[config.mk]
export PLATFORM = sky130hd
export DESIGN_NAME = fwsr_host
export DESIGN_NICKNAME = d
export VERILOG_FILES = /design/src/hw/fwsr_pkg.sv /design/src/hw/fwsr_bus_cycle.sv /design/src/hw/fwsr_host.sv /design/src/hw/fwsr_sync.sv
export SDC_FILE = /design/constraint.sdc
export NUM_CORES = 1
export LEC_CHECK = 0
export ABC_AREA = 0
export BUFFER_PORTS_ARGS = -buffer_cell sky130_fd_sc_hd__buf_2
export CAP_MARGIN = 20
export CELL_PAD_IN_SITES_DETAIL_PLACEMENT = 2
export CELL_PAD_IN_SITES_GLOBAL_PLACEMENT = 2
export CORE_ASPECT_RATIO = 1.1
export CORE_UTILIZATION = 30
export CTS_BUF_LIST = sky130_fd_sc_hd__clkbuf_4
export CTS_CLUSTER_DIAMETER = 150
export CTS_CLUSTER_SIZE = 16
export DETAILED_ROUTE_END_ITERATION = 8
export MAX_ROUTING_LAYER = met4
export PLACE_DENSITY = 0.8
export SYNTH_ARGS = -nofsm -noshare
export SYNTH_HDL_FRONTEND = slang
export SYNTH_SLANG_ARGS = --single-unit
[constraint.sdc]
create_clock -name sys_clk -period 2.2 [get_ports sys_clk]
set_input_delay 0.44 -clock sys_clk [delete_from_list [all_inputs] [get_ports sys_clk]]
set_output_delay 0.44 -clock sys_clk [all_outputs]
set_load 0.01 [all_outputs]
[src/hw/fwsr_pkg.sv]
// ======================================================================
// Shared constants for the flash status polling controller
package fwsr_pkg;

  // ======================================================================
  // Clock and pin timing
  localparam int CLK_PERIOD_NS = 20;
  localparam int T_ACC_NS = 90; // Slowest grade read access
  localparam int T_WP_NS = 35; // Write strobe low time
  localparam int T_SETUP_NS = 20; // Address/select before strobe
  localparam int SYNC_CYC = 2; // Data input synchroniser depth
  // Least times round up to whole cycles
  localparam int ACC_CYC = (T_ACC_NS + CLK_PERIOD_NS - 1) / CLK_PERIOD_NS;
  localparam int WP_CYC = (T_WP_NS + CLK_PERIOD_NS - 1) / CLK_PERIOD_NS;
  localparam int SETUP_CYC = (T_SETUP_NS + CLK_PERIOD_NS - 1) / CLK_PERIOD_NS;
  localparam logic [3:0] RD_STROBE_CNT = 4'(ACC_CYC + SYNC_CYC - 1);
  localparam logic [3:0] WR_STROBE_CNT = 4'(WP_CYC - 1);
  localparam logic [3:0] SETUP_CNT = 4'(SETUP_CYC - 1);

  // ======================================================================
  // Flash data bus and status bit positions
  localparam int FLASH_AW = 19;
  localparam int FLASH_DW = 8;
  localparam int TOGGLE_BIT_ONE_POS = 6;
  localparam int TIMEOUT_FLAG_POS = 5;
  localparam int ERASE_TIMER_FLAG_POS = 3;
  localparam int TOGGLE_BIT_TWO_POS = 2;
  localparam logic [7:0] RESET_CMD_DATA = 8'hF0;

  // ======================================================================
  // Register word indices on the Avalon slave
  localparam logic [2:0] REG_CTRL = 3'h0;
  localparam logic [2:0] REG_ADDR = 3'h1;
  localparam logic [2:0] REG_WDATA = 3'h2;
  localparam logic [2:0] REG_STATUS = 3'h3;
  localparam logic [2:0] REG_RDATA = 3'h4;

  // CTRL fields
  localparam int CTRL_GO_WRITE = 0;
  localparam int CTRL_GO_POLL = 1;
  localparam int CTRL_FRAME_CS = 2;
  localparam int CTRL_ABORT = 3;

  // STATUS fields
  localparam int ST_BUSY = 0;
  localparam int ST_DONE = 1;
  localparam int ST_OK = 2;
  localparam int ST_FAIL = 3;
  localparam int ST_TIMEOUT = 4;
  localparam int ST_ERASE_TIMER = 5;
  localparam int ST_TOGGLE_TWO = 6;

  localparam logic [31:0] RESET_WORD = 32'h0000_0000;

  // True when the toggle bit differs between two status bytes
  function automatic logic fwsr_toggled(input logic [7:0] a, input logic [7:0] b);
    return a[TOGGLE_BIT_ONE_POS] ^ b[TOGGLE_BIT_ONE_POS];
  endfunction : fwsr_toggled

endpackage : fwsr_pkg

[src/hw/fwsr_bus_cycle.sv]
`timescale 1ns/10ps
// ======================================================================
// One asynchronous read or write cycle on the flash pins
module fwsr_bus_cycle import fwsr_pkg::*; (
  input wire logic sys_clk,
  input wire logic rst_n,
  input wire logic start,
  input wire logic is_write,
  input wire logic frame_cs,
  input wire logic [FLASH_AW-1:0] addr,
  input wire logic [FLASH_DW-1:0] wdata,
  input wire logic [FLASH_DW-1:0] data_sync,
  output logic done,
  output logic [FLASH_DW-1:0] rdata,
  output logic [FLASH_AW-1:0] flash_addr,
  output logic flash_chip_select_n,
  output logic flash_read_strobe_n,
  output logic flash_write_strobe_n,
  output logic [FLASH_DW-1:0] flash_data_out,
  output logic flash_data_oe_n
);

  typedef enum logic [1:0] {B_IDLE, B_SETUP, B_STROBE, B_RECOVER} fwsr_bus_t;

  fwsr_bus_t state_q;
  logic [3:0] cnt_q;
  logic wr_q;
  logic cs_frame_q;
  wire cnt_zero = (cnt_q == 4'h0);

  // ======================================================================
  // Cycle sequencer; pins are flops so no glitch reaches the flash
  always_ff @(posedge sys_clk) begin
    if (!rst_n) begin
      state_q <= B_IDLE;
      cnt_q <= 4'h0;
      wr_q <= 1'b0;
      cs_frame_q <= 1'b0;
      done <= 1'b0;
      rdata <= 8'h00;
      flash_addr <= '0;
      flash_chip_select_n <= 1'b1;
      flash_read_strobe_n <= 1'b1;
      flash_write_strobe_n <= 1'b1;
      flash_data_out <= 8'h00;
      flash_data_oe_n <= 1'b1;
    end else begin
      done <= 1'b0;
      case (state_q)
        B_IDLE: begin
          if (start) begin
            state_q <= B_SETUP;
            cnt_q <= SETUP_CNT;
            wr_q <= is_write;
            cs_frame_q <= frame_cs && !is_write;
            flash_addr <= addr;
            flash_data_out <= wdata;
            flash_data_oe_n <= !is_write;
            // Select framing: strobe first, select last
            flash_chip_select_n <= frame_cs && !is_write;
            flash_read_strobe_n <= !(frame_cs && !is_write);
          end
        end
        B_SETUP: begin
          if (cnt_zero) begin
            state_q <= B_STROBE;
            cnt_q <= wr_q ? WR_STROBE_CNT : RD_STROBE_CNT;
            flash_chip_select_n <= 1'b0;
            flash_read_strobe_n <= wr_q;
            flash_write_strobe_n <= !wr_q;
          end else begin
            cnt_q <= cnt_q - 4'h1;
          end
        end
        B_STROBE: begin
          if (cnt_zero) begin
            state_q <= B_RECOVER;
            rdata <= data_sync;
            flash_write_strobe_n <= 1'b1;
            // One rising edge ends the read: select or strobe
            flash_chip_select_n <= cs_frame_q && !wr_q;
            flash_read_strobe_n <= !cs_frame_q || wr_q;
          end else begin
            cnt_q <= cnt_q - 4'h1;
          end
        end
        B_RECOVER: begin
          // Data held one cycle past the write strobe for hold time
          state_q <= B_IDLE;
          done <= 1'b1;
          flash_chip_select_n <= 1'b1;
          flash_read_strobe_n <= 1'b1;
          flash_data_oe_n <= 1'b1;
        end
        default: state_q <= B_IDLE;
      endcase
    end
  end

endmodule : fwsr_bus_cycle

[src/hw/fwsr_host.sv]
`timescale 1ns/10ps
// Contract
// - Status reads may be framed by read strobe or by chip select.
// - Host reads status twice, compares toggle bit; steady means done.
// - Still toggling with timeout_flag high: retest; toggling means fail, write reset.
// - Host resuming after other work restarts polling from the first step.
// - After a timing failure host writes reset before new operations.
// - Host issuing sector erases within 50 us may skip erase_timer_flag.
// - Host confirms acceptance by polling, then reads erase_timer_flag.
module fwsr_host import fwsr_pkg::*; (
  input wire logic sys_clk,
  input wire logic rst_n,
  input wire logic [2:0] avs_address,
  input wire logic avs_read,
  input wire logic avs_write,
  input wire logic [31:0] avs_writedata,
  output logic [31:0] avs_readdata,
  output logic avs_waitrequest,
  output logic [FLASH_AW-1:0] flash_addr,
  output logic flash_chip_select_n,
  output logic flash_read_strobe_n,
  output logic flash_write_strobe_n,
  output logic [FLASH_DW-1:0] flash_data_out,
  output logic flash_data_oe_n,
  input wire logic [FLASH_DW-1:0] flash_data_in
);

  typedef enum logic [2:0] {
    P_IDLE, P_CMD, P_RD_FIRST, P_RD_SECOND, P_RD_THIRD, P_RD_FOURTH, P_ARRAY, P_RESET_CMD
  } fwsr_poll_t;

  // ======================================================================
  // Declarations
  logic [FLASH_AW-1:0] addr_q;
  logic [FLASH_DW-1:0] wdata_q;
  logic frame_cs_q;
  logic done_q;
  logic ok_q;
  logic fail_q;
  logic timeout_q;
  logic erase_timer_q;
  logic toggle_two_q;
  logic [FLASH_DW-1:0] rdata_q;
  logic [31:0] readdata_d;
  fwsr_poll_t state_q;
  fwsr_poll_t state_d;
  logic [FLASH_DW-1:0] first_q;
  logic [FLASH_DW-1:0] first_d;
  logic sent_q;
  logic sent_d;
  logic start_q;
  logic start_d;
  logic abort_q;
  logic fin_ok;
  logic fin_fail;
  logic fin_cmd;
  logic [FLASH_DW-1:0] data_sync;
  logic bus_done;
  logic [FLASH_DW-1:0] bus_rdata;

  // ======================================================================
  // Avalon slave decode: a write takes effect on the edge that sees
  // waitrequest low, so every access costs exactly one wait cycle
  wire bus_take = !avs_waitrequest;
  wire wr_ctrl = avs_write && bus_take && (avs_address == REG_CTRL);
  wire wr_addr = avs_write && bus_take && (avs_address == REG_ADDR);
  wire wr_wdata = avs_write && bus_take && (avs_address == REG_WDATA);
  wire go_write = wr_ctrl && avs_writedata[CTRL_GO_WRITE];
  wire go_poll = wr_ctrl && avs_writedata[CTRL_GO_POLL] && !avs_writedata[CTRL_GO_WRITE];
  wire abort = wr_ctrl && avs_writedata[CTRL_ABORT];
  // Abort is held until the running pin cycle ends, else a mid-cycle write is lost
  wire abort_req = abort || abort_q;
  wire busy = (state_q != P_IDLE);
  wire accept_go = !busy && (go_write || go_poll);
  wire [31:0] status_word = {25'h0, toggle_two_q, erase_timer_q, timeout_q, fail_q, ok_q,
                             done_q, busy};

  // Read multiplexer; unmapped words read as zero
  always_comb begin
    case (avs_address)
      REG_CTRL: readdata_d = {29'h0, frame_cs_q, 2'b00};
      REG_ADDR: readdata_d = {13'h0, addr_q};
      REG_WDATA: readdata_d = {24'h0, wdata_q};
      REG_STATUS: readdata_d = status_word;
      REG_RDATA: readdata_d = {24'h0, rdata_q};
      default: readdata_d = RESET_WORD;
    endcase
  end

  // Waitrequest high by default, low for one cycle per request
  always_ff @(posedge sys_clk) begin
    if (!rst_n) begin
      avs_waitrequest <= 1'b1;
      avs_readdata <= RESET_WORD;
    end else begin
      avs_waitrequest <= !(avs_waitrequest && (avs_read || avs_write));
      if (avs_read && avs_waitrequest) begin
        avs_readdata <= readdata_d;
      end
    end
  end

  // Software-written setup registers; held while an operation runs
  always_ff @(posedge sys_clk) begin
    if (!rst_n) begin
      addr_q <= '0;
      wdata_q <= 8'h00;
      frame_cs_q <= 1'b0;
    end else begin
      if (wr_addr && !busy) begin
        addr_q <= avs_writedata[FLASH_AW-1:0];
      end
      if (wr_wdata && !busy) begin
        wdata_q <= avs_writedata[FLASH_DW-1:0];
      end
      if (wr_ctrl && !busy) begin
        frame_cs_q <= avs_writedata[CTRL_FRAME_CS];
      end
    end
  end

  // ======================================================================
  // Polling sequencer: each state but P_IDLE issues a pin cycle and waits for it; P_RD_SECOND repeats until toggling stops or the flag rises
  wire rd_done = sent_q && bus_done;
  wire toggling = fwsr_toggled(first_q, bus_rdata);
  wire to_flag = bus_rdata[TIMEOUT_FLAG_POS];

  always_comb begin
    state_d = state_q;
    first_d = first_q;
    sent_d = sent_q;
    start_d = 1'b0;
    fin_ok = 1'b0;
    fin_fail = 1'b0;
    fin_cmd = 1'b0;
    if (!sent_q && busy && !start_q) begin
      start_d = 1'b1;
      sent_d = 1'b1;
    end else if (rd_done) begin
      sent_d = 1'b0;
    end
    case (state_q)
      P_IDLE: begin
        // A new poll always begins at the first read
        if (go_write) begin
          state_d = P_CMD;
        end else if (go_poll && accept_go) begin
          state_d = P_RD_FIRST;
        end
      end
      P_CMD: begin
        if (rd_done) begin
          state_d = P_IDLE;
          fin_cmd = 1'b1;
        end
      end
      P_RD_FIRST: begin
        if (rd_done) begin
          first_d = bus_rdata;
          state_d = P_RD_SECOND;
        end
      end
      P_RD_SECOND: begin
        if (rd_done) begin
          if (!toggling) begin
            state_d = P_ARRAY;
          end else if (to_flag) begin
            state_d = P_RD_THIRD;
          end else begin
            // Keep monitoring: newest byte becomes the reference
            first_d = bus_rdata;
          end
        end
      end
      P_RD_THIRD: begin
        if (rd_done) begin
          first_d = bus_rdata;
          state_d = P_RD_FOURTH;
        end
      end
      P_RD_FOURTH: begin
        if (rd_done) begin
          // Toggling may stop just as the flag rises, so retest once
          state_d = toggling ? P_RESET_CMD : P_ARRAY;
        end
      end
      P_ARRAY: begin
        if (rd_done) begin
          state_d = P_IDLE;
          fin_ok = 1'b1;
        end
      end
      P_RESET_CMD: begin
        if (rd_done) begin
          state_d = P_IDLE;
          fin_fail = 1'b1;
        end
      end
      default: state_d = P_IDLE;
    endcase
    // Abort leaves polling; an unfinished pin cycle still completes
    if (abort_req && busy && state_q != P_CMD && state_q != P_RESET_CMD && !sent_d) begin
      state_d = P_IDLE;
    end
  end

  // Pending abort clears once the engine heads for idle
  wire abort_d = abort_req && busy && (state_d != P_IDLE);

  // Sequencer registers
  always_ff @(posedge sys_clk) begin
    if (!rst_n) begin
      state_q <= P_IDLE;
      first_q <= 8'h00;
      sent_q <= 1'b0;
      start_q <= 1'b0;
      abort_q <= 1'b0;
    end else begin
      state_q <= state_d;
      first_q <= first_d;
      sent_q <= sent_d;
      start_q <= start_d;
      abort_q <= abort_d;
    end
  end

  // ======================================================================
  // Result and status flags; a new request clears done, ok, fail and timeout
  wire status_read = rd_done && (state_q inside {P_RD_FIRST, P_RD_SECOND, P_RD_THIRD,
                                                  P_RD_FOURTH});

  always_ff @(posedge sys_clk) begin
    if (!rst_n) begin
      done_q <= 1'b0;
      ok_q <= 1'b0;
      fail_q <= 1'b0;
      timeout_q <= 1'b0;
      erase_timer_q <= 1'b0;
      toggle_two_q <= 1'b0;
      rdata_q <= 8'h00;
    end else begin
      if (accept_go) begin
        done_q <= 1'b0;
        ok_q <= 1'b0;
        fail_q <= 1'b0;
        timeout_q <= 1'b0;
      end
      if (status_read) begin
        // Timer flag tells software whether more sector erases fit
        erase_timer_q <= bus_rdata[ERASE_TIMER_FLAG_POS];
        // Second toggle bit moved to the position the compare function looks at
        toggle_two_q <= fwsr_toggled({1'b0, first_q[TOGGLE_BIT_TWO_POS], 6'h00},
                                     {1'b0, bus_rdata[TOGGLE_BIT_TWO_POS], 6'h00});
        timeout_q <= timeout_q || to_flag;
      end
      if (fin_ok || fin_fail || fin_cmd) begin
        done_q <= 1'b1;
      end
      if (fin_ok) begin
        ok_q <= 1'b1;
        rdata_q <= bus_rdata;
      end
      if (fin_fail) begin
        fail_q <= 1'b1;
      end
    end
  end

  // ======================================================================
  // Pin-side blocks
  wire bus_is_write = (state_q == P_CMD) || (state_q == P_RESET_CMD);
  wire [FLASH_DW-1:0] bus_wdata = (state_q == P_RESET_CMD) ? RESET_CMD_DATA : wdata_q;

  fwsr_sync u_sync (
    .sys_clk(sys_clk),
    .rst_n(rst_n),
    .async_in(flash_data_in),
    .sync_out(data_sync)
  );

  // Status reads may use either framing the software picks
  fwsr_bus_cycle u_cycle (
    .sys_clk(sys_clk),
    .rst_n(rst_n),
    .start(start_q),
    .is_write(bus_is_write),
    .frame_cs(frame_cs_q),
    .addr(addr_q),
    .wdata(bus_wdata),
    .data_sync(data_sync),
    .done(bus_done),
    .rdata(bus_rdata),
    .flash_addr(flash_addr),
    .flash_chip_select_n(flash_chip_select_n),
    .flash_read_strobe_n(flash_read_strobe_n),
    .flash_write_strobe_n(flash_write_strobe_n),
    .flash_data_out(flash_data_out),
    .flash_data_oe_n(flash_data_oe_n)
  );

endmodule : fwsr_host

[src/hw/fwsr_sync.sv]
`timescale 1ns/10ps
// ======================================================================
// Two-stage synchroniser for the flash data bus
module fwsr_sync import fwsr_pkg::*; (
  input wire logic sys_clk,
  input wire logic rst_n,
  input wire logic [FLASH_DW-1:0] async_in,
  output logic [FLASH_DW-1:0] sync_out
);

  logic [FLASH_DW-1:0] meta_q;

  // First stage feeds only the second stage
  always_ff @(posedge sys_clk) begin
    if (!rst_n) begin
      meta_q <= 8'h00;
      sync_out <= 8'h00;
    end else begin
      meta_q <= async_in;
      sync_out <= meta_q;
    end
  end

endmodule : fwsr_sync

Yosys cells after proc, flatten, opt, wreduce, memory -nomap -nowiden --
Cells that the tools add are included.
Word-level totals: output and inout bits 64, bits in registers 152
Cells by class: bitwise logic cells 2, reductions and logical operators 69, equality and inequality tests 24, $add $sub $neg 1, muxes and demuxes 54
Operator list (number):
- case mux 19 bit (5 select lines) | 1
- two-way mux 3 bit | 11
- two-way mux 7 bit | 4
- logical AND 1 bit | 26
- two-way mux 1 bit | 23
- case mux 3 bit (6 select lines) | 1
- equality test 3 bit, second input constant | 5
- case mux 7 bit (2 select lines) | 1
- nonzero test 2 bit | 7
- equality test 3 x 2 -> 1 bit, second input constant | 4
- two-way mux 4 bit | 3
- case mux 4 bit (3 select lines) | 1
- zero test 1 bit | 11
- inequality test 2 bit, second input constant | 5
- AND reduction 3 bit | 3
- nonzero test 3 bit | 3
- logical OR 1 bit | 8
- two-way mux 8 bit | 1
- case mux 1 bit (4 select lines) | 2
- case mux 2 bit (4 select lines) | 1
- equality test 3 x 1 -> 1 bit, second input constant | 2
- zero test 3 bit | 2
- two-way mux 2 bit | 3
- inequality test 2 x 1 -> 1 bit, second input constant | 3
- other kinds (14) | 19

Depth between registers and ports, before layout --
word-level depth 14, mapped depth 9, depth with buffers taken out 7

Hierarchy --
A second synthesis with hierarchy kept.
Unflattened totals: cells, all modules 636, area total of the unflattened synthesis 5602.9 um2
Modules (own cells, without submodules):
- fwsr_host | area an instance 3120.5 um2, cells each 360, instances 1, sequential area each 1401.3 um2
- fwsr_bus_cycle | area an instance 2035.7 um2, cells each 243, instances 1, sequential area each 960.9 um2
- fwsr_sync | area an instance 446.7 um2, cells each 33, instances 1, sequential area each 320.3 um2

Worst setup path after synthesis --
No wires, ideal clock.
path type register -> register, start register u_cycle.state_q[0], end register u_cycle.cnt_q[0], period minus slack after synthesis 1.849 ns, slack 0.351 ns, path buffers 2, stages on the path, launching flop included 9, arrival time 1.774 ns, setup time 0.076 ns, cells stage by stage dfxtp_1 > inv_1 > ha_1 > clkbuf_1 > nand4bb_1 > buf_4 > o311ai_2 > or3b_2 > a21boi_0
Between the ends: word-level cells in the longest chain between the ends 3
Ends and longest elaborated chain:
- start: declaration | line fwsr_bus_cycle.sv:25 | fwsr_bus_t state_q;
- start signal: assignment | line fwsr_bus_cycle.sv:35 | state_q <= B_IDLE;
- start signal: assignment | line fwsr_bus_cycle.sv:52 | state_q <= B_SETUP;
- start signal: assignment | line fwsr_bus_cycle.sv:66 | state_q <= B_STROBE;
- equality test 2 bit, or another cell as far along | line fwsr_bus_cycle.sv:49 | case (state_q)
- inequality test 2 bit (no line) or nonzero test 3 bit (tied branches)
- AND reduction 3 bit (no line)
- end signal: assignment | line fwsr_bus_cycle.sv:67 | cnt_q <= wr_q ? WR_STROBE_CNT : RD_STROBE_CNT;
- end signal: assignment | line fwsr_bus_cycle.sv:72 | cnt_q <= cnt_q - 4'h1;
- end signal: assignment | line fwsr_bus_cycle.sv:84 | cnt_q <= cnt_q - 4'h1;
- end: declaration | line fwsr_bus_cycle.sv:26 | logic [3:0] cnt_q;
Parallel ways exist; a longest one is shown, timed or not. A chain may end at the register's enable or synchronous reset.

Worst setup path after layout --
start register u_cycle.state_q[0], end register u_cycle.cnt_q[3]
The elaborated chain is that of the path after synthesis.

==> qor.csv <==
stage,metric,value,unit
synth,yosys.area.top_type,dfxtp_1,
synth,yosysSeqAreaShare,0.4795,
pwr,power.internal,3.454,mW
clock_network,cts_hold_buf,0,
status,run_status,completed,
clock_network,cts_setup_buffers,0,
setup_path,cp_data_required_time,2630,ps
pwr,clkPwrFrac,0.303,
die,rows,52,
synth,ys_types,62,
route,drt_iter0_markers,169,
final_layout,area_delta_synth_final,16.51,%
min_path,hold_depth,2,
global_routing,grt_antenna_before_repair,2,
synth,synth.avg_cell_area,9.308,um^2
final_layout,nets,740,
pwr,switching_share,0.2932,
final_layout,multi_input_area,0.002654,mm^2
route,drt_wl_total,16640,um
sta,fmax,0.4921,GHz
sta,finalMaxSlewViolations,0,
synth,synth_area_leaders,"dfxtp_1, nand2_1, a21boi_0, nor2b_1, mux2i_1",
clock_network,cts.reportedPaths.clkPinSlew,110,ps
sta,slew_headroom,0.5791,
clock_network,insertion_delay,540,ps
clock_network,cts-buffers-inserted,17,
final_layout,fillers,2132,
setup_path,reg2reg_depth,6,
sta,tightestPinTransition,624.8,ps
synth,synth_area,0.005594,mm^2
sta,rsz0062_at_grt,false,
clock_network,cts.sinks,134,
pwr,p_seq_frac,0.525,
synth,synth_top_area_frac,0.4795,
pwr,peakVddDrop,295.9,uV
pwr,switching_power,1.433,mW
global_routing,grt_use_total,0.1839,
die,dieArea,0.01920,mm^2
die,die_w,132.2,um
sta,tns,0,ps
route,drt-vias-per-instance,4.899,
route,drt_drc_violations_left,0,
sta,min_period_over_period,0.9238,
run,drv_cap,0,
place,portBuffers,84,
synth,async_reset_ff_frac,0,
clock_network,clock_path_buffers,2,
pwr,p_per_area,749.7,mW/mm^2
sta,setup_viol,0,
min_path,hold_path_class,in -> reg,
sta,finalHoldViolCount,0,
synth,synth_top_flop_cell,dfxtp_1,
final_layout,final_core_util,0.3552,
die,core,0.01835,mm^2
setup_path,crit_path_end_kind,flop,
setup_path,start_kind,flop,
die,initial_core_util,0.3049,
place,gp_congestion,0.8101,
synth,yosys_warnings,0,
synth,synthCells,601,
synth,synth_most_common_cell,dfxtp_1,
die,fp.dieH,145.2,um
synth,ys_ff_latch,134,
pwr,p_leak,2.616,nW
setup_path,crit_fanout,10,
sta,fin_crit,2032,ps
die,io_pins,111,
final_layout,seq_area,0.002683,mm^2
setup_path,crit_arrival,2470,ps
synth,synth-edff-count,0,
route,drt_pre_antenna_iters,4,
route,vias,4630,
global_routing,gr-total-overflow,0,
global_routing,grt_max_degree,57,
clock_network,cts_resized,0,
global_routing,grt_pass1_wl,26710,um
pwr,finalPower,4.886,mW
final_layout,layout-drive-gt1-share,0.2171,
global_routing,grt_pass1_vias,5182,
pwr,combPwrFrac,0.172,
place,dp_hpwl,12460,um
route,ant_nets,0,
clock_network,clock-root-buffer,clkbuf_4,
synth,synth_common_cells,"dfxtp_1, nand2_1, nor2b_1, a21boi_0, clkbuf_1",
setup_path,critPathKind,reg -> reg,
clock_network,cts_tree,done,
route,post_drt_wl_per_cell,17.61,um
sta,finClkSkew,15.72,ps
clock_network,htreeDepth,4,
## per-stage QoR
step	std cells	hold slack (ps)	worst slack, ps	area, um^2
2_1_floorplan	613	411.9	350.8	5639
3_3_place_gp	912	422.2	299.7	6276
3_5_place_dp	912	422.5	155.3	6276
4_1_cts	943	49.77	141.1	6513
5_1_grt	945	68.17	50.26	6518
6_report	945	113.9	167.7	6518
## cell type report
cell class,count,area share
inverter,8,0.004607
sequential,134,0.4116
multi-input combinational,420,0.4072
tap,243,0.04665
timing repair buffer,107,0.09292
antenna,2,0.0007679
clock buffer,24,0.02764
clock inverter,7,0.008639
## flip-flops by register name (all words and copies together) (netlist names), 2 cells and up
signal                  count
addr_q                     19
avs_readdata               19
u_cycle.flash_addr         19
rdata_q                     8
u_cycle.flash_data_out      8
u_cycle.rdata               8
u_sync.meta_q               8
u_sync.sync_out             8
wdata_q                     8
u_cycle.cnt_q               4
state_q                     3
first_q                     2
u_cycle.state_q             2
## kinds of logic (layout without fill, tap and decap cells)
group	Yosys count	after routing	synth area share
DFF	134	134	0.4795
xor gates and xnor gates	3	3	0.004698
other	1	15	0.0006703
buffers and inverters	59	146	0.05413
and+or+nand+nor	233	233	0.2082
adders and majority gates	5	5	0.01118
muxes	27	27	0.05167
AOI/OAI and AO/OA	139	139	0.1899
## critical path, stage by stage, from the launching register on
cell and delay, ps:
dfxtp_1 380, inv_1 90, ha_1 330, o311ai_2 600, o21ai_0 190, a32oi_1 270
nor2b_1 80
## worst paths after layout
kind                                            to               start  slack [ps]
worst max-delay path              u_cycle.cnt_q[3]  u_cycle.state_q[0]         170
worst min-delay path              u_sync.meta_q[2]    flash_data_in[2]         110
worst max register to register    u_cycle.cnt_q[3]  u_cycle.state_q[0]         170
worst min register to register  u_sync.sync_out[5]    u_sync.meta_q[5]         430
## power groups by stage
| stage | Sequential, mW | Combinational, mW | Clock [mW] |
|---|---|---|---|
| after floorplan | 2.63 | 0.543 | 0 |
| after global placement | 2.62 | 0.789 | 0 |
| after detailed placement | 2.62 | 0.848 | 0 |
| after CTS | 2.57 | 0.852 | 1.55 |
| after global routing | 2.58 | 0.925 | 1.64 |
| final | 2.57 | 0.841 | 1.48 |
## cell usage in the layout, fill, tap and decap left out, types with 17 or more instances in the layout
master,count
clkbuf_4,24
a21boi_0,39
buf_4,22
a22oi_1,17
and2_1,24
nand2_1,120
nor2b_1,43
buf_2,84
dfxtp_1,134
mux2i_1,21
## per-layer routing
metal / vias up / GRT usage / share of wire
met2: 86 / 0.3302 / 0.53
met3: 22 / 0.05031 / 0.052
met5: - / - / 0
met1: 2304 / 0.1898 / 0.40
met4: 0 / 0.07069 / 0.019
li1: 2218 / - / -
Power figures use the tool's default switching activity.
